**src/hw/lsau_pkg.sv**
```systemverilog
// Package of constants and types for the load/store address unit
package lsau_pkg;
    // ========================================
    // Data units
    localparam int WORD_W = 32;
    localparam int HALF_W = 16;
    localparam int DWORD_W = 64;
    localparam int BYTE_W = 8;
    localparam int REG_W = 8;
    localparam int CONST_W = 8;
    localparam int BOOL_BIT = 31;
    localparam logic [7:0] MULTI_MAX = 8'hc0;
    localparam logic [7:0] MULTI_ONE = 8'h01;
    localparam logic [31:0] WORD_STEP = 32'h0000_0004;
    localparam logic [1:0] LANE_LAST = 2'h3;

    // ========================================
    // Access sizes
    typedef enum logic [1:0] {
        LSAU_SZ_BYTE = 2'h0,
        LSAU_SZ_HALF = 2'h1,
        LSAU_SZ_WORD = 2'h2
    } lsau_size_t;

    // ========================================
    // Address spaces
    typedef enum logic [1:0] {
        LSAU_SP_MEM = 2'h0,
        LSAU_SP_IO = 2'h1,
        LSAU_SP_COP = 2'h2,
        LSAU_SP_ROM = 2'h3
    } lsau_space_t;

    // ========================================
    // Controller states, one-hot
    typedef enum logic [3:0] {
        LSAU_IDLE = 4'h1,
        LSAU_LAUNCH = 4'h2,
        LSAU_ACCESS = 4'h4,
        LSAU_SUSP = 4'h8
    } lsau_state_t;
endpackage : lsau_pkg

```
**src/hw/lsau_align_if.sv**
```systemverilog
// Interface between the controller and the alignment checker
interface lsau_align_if;
    logic [31:0] addr;
    lsau_pkg::lsau_size_t size;
    logic left_to_right;
    logic trap_en;
    logic misalign;
    logic trap;
    logic [1:0] lane;
    logic [31:0] addr_out;

    modport chk (
        input addr,
        input size,
        input left_to_right,
        input trap_en,
        output misalign,
        output trap,
        output lane,
        output addr_out
    );
    modport user (
        output addr,
        output size,
        output left_to_right,
        output trap_en,
        input misalign,
        input trap,
        input lane,
        input addr_out
    );
endinterface : lsau_align_if

```
**src/hw/lsau_align_chk.sv**
```systemverilog
// Alignment checker: misalignment, trap decision, lane and truncation
module lsau_align_chk (
    lsau_align_if.chk a
);
    // ========================================
    // Alignment decode
    always_comb begin
        logic [1:0] num;
        num = a.addr[1:0];
        a.misalign = 1'b0;
        a.addr_out = a.addr;
        case (a.size)
            lsau_pkg::LSAU_SZ_WORD: begin
                a.misalign = |a.addr[1:0]; // RQ17
                a.addr_out = {a.addr[31:2], 2'h0}; // RQ18
                num = 2'h0;
            end
            lsau_pkg::LSAU_SZ_HALF: begin
                a.misalign = a.addr[0]; // RQ17
                a.addr_out = {a.addr[31:1], 1'h0}; // RQ18
                num = {a.addr[1], 1'h0}; // RQ16
            end
            default: begin
                num = a.addr[1:0]; // RQ16
            end
        endcase
        a.trap = a.trap_en & a.misalign; // RQ18
        // Numbering direction steers the physical lane
        if (a.left_to_right) begin
            a.lane = lsau_pkg::LANE_LAST - num; // RQ3
        end else begin
            a.lane = num; // RQ3
        end
    end
endmodule : lsau_align_chk

```
**src/hw/lsau_core.sv**
```systemverilog
// Load/store address unit: sourcing, space select, sequencing, interlock
// Notes on behaviour
// RQ1: Word 32, half 16, double 64, byte 8.
// RQ2: Boolean lives in word MSB, 1 true.
// RQ3: Byte numbering direction set by configuration.
// RQ4: Only loads/stores transfer; one word each.
// RQ5: Multiple transfers sequential, up to 192 words.
// RQ6: Multiple transfer suspends and resumes exactly.
// RQ7: Address from register or 8-bit constant, unmodified.
// RQ8: Pending load interlocks its consumers.
// RQ9: Four separate 32-bit address spaces.
// RQ10: Data translation enable separate from fetch.
// RQ11: Supervisor may bypass translation per access.
// RQ12: Instruction fields pick memory, I/O, coprocessor.
// RQ13: Translation may redirect memory access to I/O.
// RQ14: Status bit picks fetch space memory or ROM.
// RQ15: No data access to instruction ROM.
// RQ16: Low address bits give byte/half number.
// RQ17: Misalignment detected per access size.
// RQ18: Optional trap, else low bits truncated.
// RQ19: Fetches are word-aligned 32-bit words.
// RQ20: Trapped access never reaches the bus.
module lsau_core (
    input wire logic mclk,
    input wire logic nrst,
    input wire logic req_valid,
    input wire logic req_store,
    input wire logic req_multi,
    input wire logic [7:0] req_count,
    input wire lsau_pkg::lsau_size_t req_size,
    input wire logic req_use_const,
    input wire logic [31:0] req_reg_addr,
    input wire logic [7:0] req_const_addr,
    input wire lsau_pkg::lsau_space_t req_space,
    input wire logic req_phys,
    input wire logic [7:0] req_first_reg,
    input wire logic [31:0] store_data,
    input wire logic supervisor,
    input wire logic data_xlat_en,
    input wire logic fetch_xlat_en,
    input wire logic fetch_from_rom,
    input wire logic left_to_right,
    input wire logic align_trap_en,
    input wire logic xlat_to_io,
    input wire logic suspend,
    input wire logic resume,
    input wire logic fetch_req,
    input wire logic [31:0] fetch_pc,
    input wire logic ext_ack,
    input wire logic [31:0] ext_rdata,
    output logic req_ready,
    output logic ext_req,
    output logic ext_write,
    output lsau_pkg::lsau_space_t ext_space,
    output logic [31:0] ext_addr,
    output logic [31:0] ext_wdata,
    output logic ext_xlat,
    output logic [1:0] ext_lane,
    output logic [7:0] cur_reg,
    output logic [7:0] words_left,
    output logic suspended,
    output logic wb_valid,
    output logic [7:0] wb_reg,
    output logic [31:0] wb_data,
    output logic wb_bool,
    output logic ilk_busy,
    output logic [7:0] ilk_reg,
    output logic align_trap,
    output logic fetch_valid,
    output lsau_pkg::lsau_space_t fetch_space,
    output logic [31:0] fetch_addr,
    output logic fetch_xlat
);

    // ========================================
    // State record
    typedef struct packed {
        lsau_pkg::lsau_state_t st;
        logic ready;
        logic req;
        logic write;
        lsau_pkg::lsau_space_t space;
        logic [31:0] addr;
        logic [31:0] wdata;
        logic xlat;
        logic [1:0] lane;
        logic [7:0] left;
        logic [7:0] creg;
        logic wbv;
        logic [7:0] wbr;
        logic [31:0] wbd;
        logic wbb;
        logic ilk;
        logic trap;
        logic fv;
        lsau_pkg::lsau_space_t fsp;
        logic [31:0] fa;
        logic fx;
    } lsau_core_t;

    lsau_core_t s_reg;
    lsau_core_t s_next;

    // ========================================
    // Alignment checker on the request address
    lsau_align_if al ();
    logic [31:0] src_addr;
    logic data_xlat;
    logic [7:0] cnt_clamped;

    // Address comes straight from register or zero-extended constant
    assign src_addr = req_use_const ? {24'h0, req_const_addr}
                                    : req_reg_addr; // RQ7
    assign al.addr = src_addr;
    assign al.size = req_multi ? lsau_pkg::LSAU_SZ_WORD : req_size;
    assign al.left_to_right = left_to_right;
    assign al.trap_en = align_trap_en;

    lsau_align_chk u_chk (
        .a(al)
    );

    // Data translation: memory space only, supervisor may bypass
    assign data_xlat = (req_space == lsau_pkg::LSAU_SP_MEM) & data_xlat_en
                       & ~(req_phys & supervisor); // RQ10 RQ11
    // Count clamped to the register file limit
    assign cnt_clamped = (req_count == 8'h00) ? lsau_pkg::MULTI_ONE :
        (req_count > lsau_pkg::MULTI_MAX) ? lsau_pkg::MULTI_MAX
                                          : req_count; // RQ5

    // ========================================
    // Next-state logic
    always_comb begin
        s_next = s_reg;
        s_next.wbv = 1'b0;
        s_next.trap = 1'b0;
        s_next.fv = 1'b0;
        // Fetch path: word aligned, space from status bit
        if (fetch_req) begin
            s_next.fv = 1'b1;
            s_next.fa = {fetch_pc[31:2], 2'h0}; // RQ19
            s_next.fsp = fetch_from_rom ? lsau_pkg::LSAU_SP_ROM
                                        : lsau_pkg::LSAU_SP_MEM; // RQ14
            s_next.fx = fetch_xlat_en & ~fetch_from_rom; // RQ10
        end
        case (s_reg.st)
            lsau_pkg::LSAU_IDLE: begin
                if (req_valid & al.trap) begin
                    s_next.trap = 1'b1; // RQ20
                end else if (req_valid) begin
                    s_next.st = lsau_pkg::LSAU_LAUNCH; // RQ4
                    s_next.write = req_store;
                    s_next.addr = al.addr_out; // RQ18
                    s_next.lane = al.lane; // RQ3
                    s_next.xlat = data_xlat;
                    // ROM space is never a data target
                    if (req_space == lsau_pkg::LSAU_SP_ROM) begin
                        s_next.space = lsau_pkg::LSAU_SP_MEM; // RQ15
                    end else if (data_xlat & xlat_to_io) begin
                        s_next.space = lsau_pkg::LSAU_SP_IO; // RQ13
                    end else begin
                        s_next.space = req_space; // RQ9 RQ12
                    end
                    s_next.left = req_multi ? cnt_clamped
                                            : lsau_pkg::MULTI_ONE; // RQ4
                    s_next.creg = req_first_reg;
                    s_next.ilk = ~req_store; // RQ8
                end
            end
            lsau_pkg::LSAU_LAUNCH: begin
                // Register file shows cur_reg; capture its store data
                s_next.wdata = store_data;
                s_next.req = 1'b1;
                s_next.st = lsau_pkg::LSAU_ACCESS;
            end
            lsau_pkg::LSAU_ACCESS: begin
                if (ext_ack) begin
                    s_next.req = 1'b0;
                    if (!s_reg.write) begin
                        s_next.wbv = 1'b1;
                        s_next.wbr = s_reg.creg;
                        s_next.wbd = ext_rdata; // RQ1
                        s_next.wbb = ext_rdata[lsau_pkg::BOOL_BIT]; // RQ2
                    end
                    s_next.left = s_reg.left - 8'h01;
                    if (s_reg.left == lsau_pkg::MULTI_ONE) begin
                        s_next.st = lsau_pkg::LSAU_IDLE;
                        s_next.ilk = 1'b0; // RQ8
                    end else begin
                        s_next.addr = s_reg.addr
                                      + lsau_pkg::WORD_STEP; // RQ5
                        s_next.creg = s_reg.creg + 8'h01; // RQ5
                        s_next.st = suspend ? lsau_pkg::LSAU_SUSP
                                            : lsau_pkg::LSAU_LAUNCH; // RQ6
                    end
                end
            end
            lsau_pkg::LSAU_SUSP: begin
                // Address, register and count are held for the restart
                if (resume) begin
                    s_next.st = lsau_pkg::LSAU_LAUNCH; // RQ6
                end
            end
            default: begin
                s_next.st = lsau_pkg::LSAU_IDLE;
            end
        endcase
        s_next.ready = (s_next.st == lsau_pkg::LSAU_IDLE);
    end

    // ========================================
    // State register
    always_ff @(posedge mclk or negedge nrst) begin
        if (!nrst) begin
            s_reg <= '{st: lsau_pkg::LSAU_IDLE, ready: 1'b1,
                       space: lsau_pkg::LSAU_SP_MEM,
                       fsp: lsau_pkg::LSAU_SP_MEM, default: '0};
        end else begin
            s_reg <= s_next;
        end
    end

    // ========================================
    // Outputs straight from the state record
    assign req_ready = s_reg.ready;
    assign ext_req = s_reg.req;
    assign ext_write = s_reg.write;
    assign ext_space = s_reg.space;
    assign ext_addr = s_reg.addr;
    assign ext_wdata = s_reg.wdata;
    assign ext_xlat = s_reg.xlat;
    assign ext_lane = s_reg.lane;
    assign cur_reg = s_reg.creg;
    assign words_left = s_reg.left;
    assign suspended = (s_reg.st == lsau_pkg::LSAU_SUSP);
    assign wb_valid = s_reg.wbv;
    assign wb_reg = s_reg.wbr;
    assign wb_data = s_reg.wbd;
    assign wb_bool = s_reg.wbb;
    assign ilk_busy = s_reg.ilk;
    assign ilk_reg = s_reg.creg;
    assign align_trap = s_reg.trap;
    assign fetch_valid = s_reg.fv;
    assign fetch_space = s_reg.fsp;
    assign fetch_addr = s_reg.fa;
    assign fetch_xlat = s_reg.fx;
endmodule : lsau_core

```
**config.mk**
```make
export PLATFORM = sky130hd
export DESIGN_NAME = lsau_core
export DESIGN_NICKNAME = d
export VERILOG_FILES = /design/src/hw/lsau_pkg.sv /design/src/hw/lsau_align_if.sv /design/src/hw/lsau_align_chk.sv /design/src/hw/lsau_core.sv
export SDC_FILE = /design/constraint.sdc
export NUM_CORES = 1
export LEC_CHECK = 0
export BUFFER_PORTS_ARGS = -buffer_cell sky130_fd_sc_hd__buf_2
export CAP_MARGIN = 10
export CORE_ASPECT_RATIO = 0.8
export CORE_MARGIN = 4
export CORE_UTILIZATION = 45
export DETAILED_ROUTE_END_ITERATION = 10
export GPL_ROUTABILITY_DRIVEN = 0
export HOLD_SLACK_MARGIN = 0.1
export PLACE_DENSITY = 0.76
export SKIP_CTS_REPAIR_TIMING = 1
export SLEW_MARGIN = 20
export SYNTH_ARGS = -nofsm -noshare
export SYNTH_HDL_FRONTEND = slang
export SYNTH_HIERARCHICAL = 1
export SYNTH_SLANG_ARGS = --single-unit
```
**constraint.sdc**
```tcl
create_clock -name mclk -period 1.8 [get_ports mclk]
set_input_delay 0 -clock mclk [delete_from_list [all_inputs] [get_ports mclk]]
set_output_delay 0 -clock mclk [all_outputs]
set_load 0.005 [all_outputs]
```
## After elaboration in Yosys (flattened, before gate mapping)

Index checks and enable logic that the tools add are counted.

- $add $sub $neg: 4
- Bitwise logic cells: 12
- Muxes and demuxes: 40
- Equal/unequal tests: 14
- Order comparisons: 1
- Reductions and logical operators: 11

Operator list:

| cell | number |
|---|---|
| $mux 32 | 5 |
| $mux 42 | 2 |
| $pmux 32 s2 | 1 |
| $mux 59 | 1 |
| $mux 36 | 1 |
| $add 32x3->32 const B | 1 |
| $mux 16 | 2 |
| $mux 8 | 4 |
| $pmux 16 s2 | 1 |
| $mux 4 | 6 |
| $pmux 4 s4 | 1 |
| $mux 2 | 5 |
| $ne 2x2->1 const B | 5 |
| $reduce_and 5->1 | 2 |
| $add 8x1->8 const B | 1 |
| $eq 4x1->1 const B | 2 |
| $eq 8x1->1 const B | 1 |
| $gt 8x8->1 const B | 1 |
| $logic_not 8->1 | 1 |
| $pmux 2 s2 | 2 |
| $sub 8x1->8 const B | 1 |
| $and 1x1->1 | 7 |
| $mux 1 | 6 |
| $pmux 1 s2 | 3 |
| 13 further kinds | 20 |

- Logic and storage cells: 103
- Output and inout bits: 177
- Register bits: 170
- Input bits: 174

## Logic depth before layout (Yosys ltp)

- Word-level depth: 8
- Mapped depth: 12
- Mapped depth without buffers: 9

## Cells and area by module

The synthesis kept the hierarchy.

By module, submodules not included:

| module | seq. area each (um2) | area an instance (um2) | times used | cells an instance |
|---|---|---|---|---|
| lsau_core | 4206.5 | 9092.5 | 1 | 865 |
| lsau_align_chk | 0.0 | 316.6 | 1 | 43 |

## Worst setup path before layout

No wires, ideal clock.

- Kind: input -> register
- Start point: input req_multi
- End point: register s_reg[169] in the netlist's numbering
- Stages: 9
- Data required time: 1646 ps
- Path buffers: 3
- Slack: -295 ps
- Setup time: 154 ps
- Data arrival time: 1941 ps
- Path through: clkbuf_1 > or2_2 > ha_1 > nand2b_1 > a21oi_1 > nand4b_1 > clkbuf_1 > clkbuf_1 > o311ai_0

RTL lines:

| item | line | RTL |
|---|---|---|
| start, declared | lsau_core.sv:28 | `input wire logic req_multi,` |
| end signal, assigned | lsau_core.sv:215 | `s_reg <= '{st: lsau_pkg::LSAU_IDLE, ready: 1'b1,` |
| end signal, assigned | lsau_core.sv:219 | `s_reg <= s_next;` |
| end, declared | lsau_core.sv:101 | `lsau_core_t s_reg;` |

## Final worst setup path

- Start point: register s_reg, in the netlist words_left[1]
- End point: register s_reg, in the netlist ext_addr[29]

- Cells in the longest elaborated chain, start to end: 3

RTL lines:

| item | line | RTL |
|---|---|---|
| $eq 8x1->1 | lsau_core.sv:186 | `if (s_reg.left == lsau_pkg::MULTI_ONE) begin` |
| $ne 2x2->1 (no source line) | n/a |  |
| $reduce_and 5->1 (no source line) | n/a |  |

No other way between the ends.
A chain may end at the register's enable or synchronous reset.

==> results.json <==
{
  "status": "finished, violations left",
  "violations": "negative setup slack",
  "leakage_nw": 6.48,
  "path_max_fanout": 6,
  "final_cells": 1588,
  "initial_core_util_pct": 45.6,
  "irDropWorstVdd_v": 0.000675,
  "max_stage_delay_ns": 0.49,
  "critPathLaunchType": "register",
  "grt_max_degree": 60,
  "cts_buffer_depth": 2,
  "first_global_vias": 7350,
  "insertion_delay_ns": 0.43,
  "pre_cts_slack_ns": -0.198,
  "min_period_ns": 2.00,
  "multiInputGateArea_um2": 3850,
  "grtUsageTotal_pct": 20.9,
  "seq_area_um2": 4210,
  "cpLargestDelayFamily": "simple AND/OR/NAND/NOR gates",
  "cp-end-kind": "register",
  "setup_viol": 55,
  "synth_cells": 907,
  "clk_pin_slew_worst_paths_ns": 0.08,
  "coreArea_um2": 20600,
  "cp_num_buf_inv": 2,
  "worst_pin_slew_ns": 0.772,
  "dp_cells": 1376,
  "io_pins": 351,
  "fin_crit_sh_pct": 111,
  "port_buffers": 346,
  "max_freq_mhz": 500,
  "num-fill-cells": 1471,
  "drt_iter0_drc": 468,
  "worst_ep_arrival_time_ns": 2.32,
  "fin_tns_setup_ns": -6.66,
  "nets": 1485,
  "syn-cell-area_um2": 9400,
  "overflow": 0,
  "min_path_type": "input port to register",
  "hold_slack_ns": 0.0597,
  "maxCapViolCount": 0,
  "vias": 8245,
  "critPathKind": "register to register",
  "ctsRootBufferMaster": "clkbuf_16",
  "wl_per_cell_um": 19.1,
  "final-hold-violation-count": 0,
  "power_mw": 17.2,
  "cts_tree": "built",
  "yosysWarningCount": 6,
  "antenna_found_initial": 2,
  "area_delta_synth_final_pct": 43.1,
  "die_area_um2": 23300,
  "routed_wl_um": 30300,
  "rsz0062_at_grt": "true",
  "pwr_density_cell_nw_per_um2": 1280,
  "finalWorstSetupSlack_ns": -0.200,
  "route.detailed.drc": 0,
  "hpwl_um": 19500,
  "drive_gt1_share_pct": 50.2,
  "core.rowCount": 47,
  "skew_ns": 0.0101,
  "syn_area_per_cell_um2": 10.4,
  "grt_pass1_wl_um": 38600,
  "htree_levels": 4,
  "viasPerCell": 5.19,
  "die_width_um": 170,
  "slowest_stage": "or4b_4",
  "die_h_um": 137,
  "final_antenna_net_count": 0,
  "numCtsBuffers": 17,
  "crit_required_ns": 2.12,
  "numClockSinks": 168,
  "relSlewSlack_pct": 48.5,
  "first_pass_iters": 8,
  "drv_slew": 0,
  "path_cells": "inv_2 -> ha_4 -> or4b_4 -> o21ai_2 -> nand2_1 -> buf_4 -> o221a_2"
}
==> per-layer routing <==
| metal | up-vias | part of all wire, % | track usage (%) |
|---|---|---|---|
| li1 | 3778 | - | - |
| met1 | 4015 | 37 | 26.2 |
| met2 | 391 | 53 | 36.0 |
| met3 | 59 | 8.0 | 4.82 |
| met4 | 2 | 2.0 | 6.44 |
| met5 | - | 0.043 | 0 |
==> worst reg2reg max path: cells and delay by family, from the launching register on <==
family,cells,cell delay (ns)
fa+ha+maj,1,0.13
simple gates,2,0.63
buf+inv,2,0.27
flops,1,0.39
compound gates,2,0.46
==> layout by cell type (no fill, tap or decap), types with 21 or more instances in the layout <==
cell type      count
buf_2            345
dfrtp_1          164
dlygate4sd3_1    157
buf_4             87
mux2_2            77
nand2_1           68
a21oi_1           51
mux2_4            34
nor2_1            26
nor2b_1           25
o21ai_0           24
clkbuf_16         21
==> path summary, 6_finish.rpt <==
kind                                           start                        to  slack (ns)  cells after the start
min                                 req_reg_addr[17]  ext_addr[17]$_DFFE_PN0P_        0.06                      5
max in group asynchronous                       nrst  ext_addr[10]$_DFFE_PN0P_        1.04                      3
max reg2reg                words_left[1]$_DFFE_PN0P_  ext_addr[29]$_DFFE_PN0P_       -0.20                      7
max                        words_left[1]$_DFFE_PN0P_  ext_addr[29]$_DFFE_PN0P_       -0.20                      7
min in group asynchronous                       nrst  ext_addr[15]$_DFFE_PN0P_        0.13                      2
min reg2reg                  ext_addr[1]$_DFFE_PN0P_   ext_addr[1]$_DFFE_PN0P_        0.48                      2
==> power by group <==
group,switching [mW],internal [mW],leakage [nW]
logic,3.42,3.92,4.11
clock network,1.77,1.90,0.289
registers,1.03,5.14,2.08
total,6.22,11.0,6.48
==> layout make-up <==
type                            count  area share, %
Multi-Input combinational cell    490           28.6
Antenna cell                        1         0.0186
Sequential cell                   168           31.3
Clock buffer                       18           3.26
Timing Repair Buffer              619           32.9
Clock inverter                     14           1.16
Tap cell                          269           2.50
Inverter                            9          0.251
==> metrics by stage <==
step / instance area (um2) / utilization [%]
finish: 13500 / 65.2
global route: 13500 / 65.2
CTS: 11300 / 54.7
floorplan: 9560 / -
detailed placement: 10700 / 51.8
global placement: 10700 / 51.8
No activity file was read; power rests on OpenSTA's default activity.
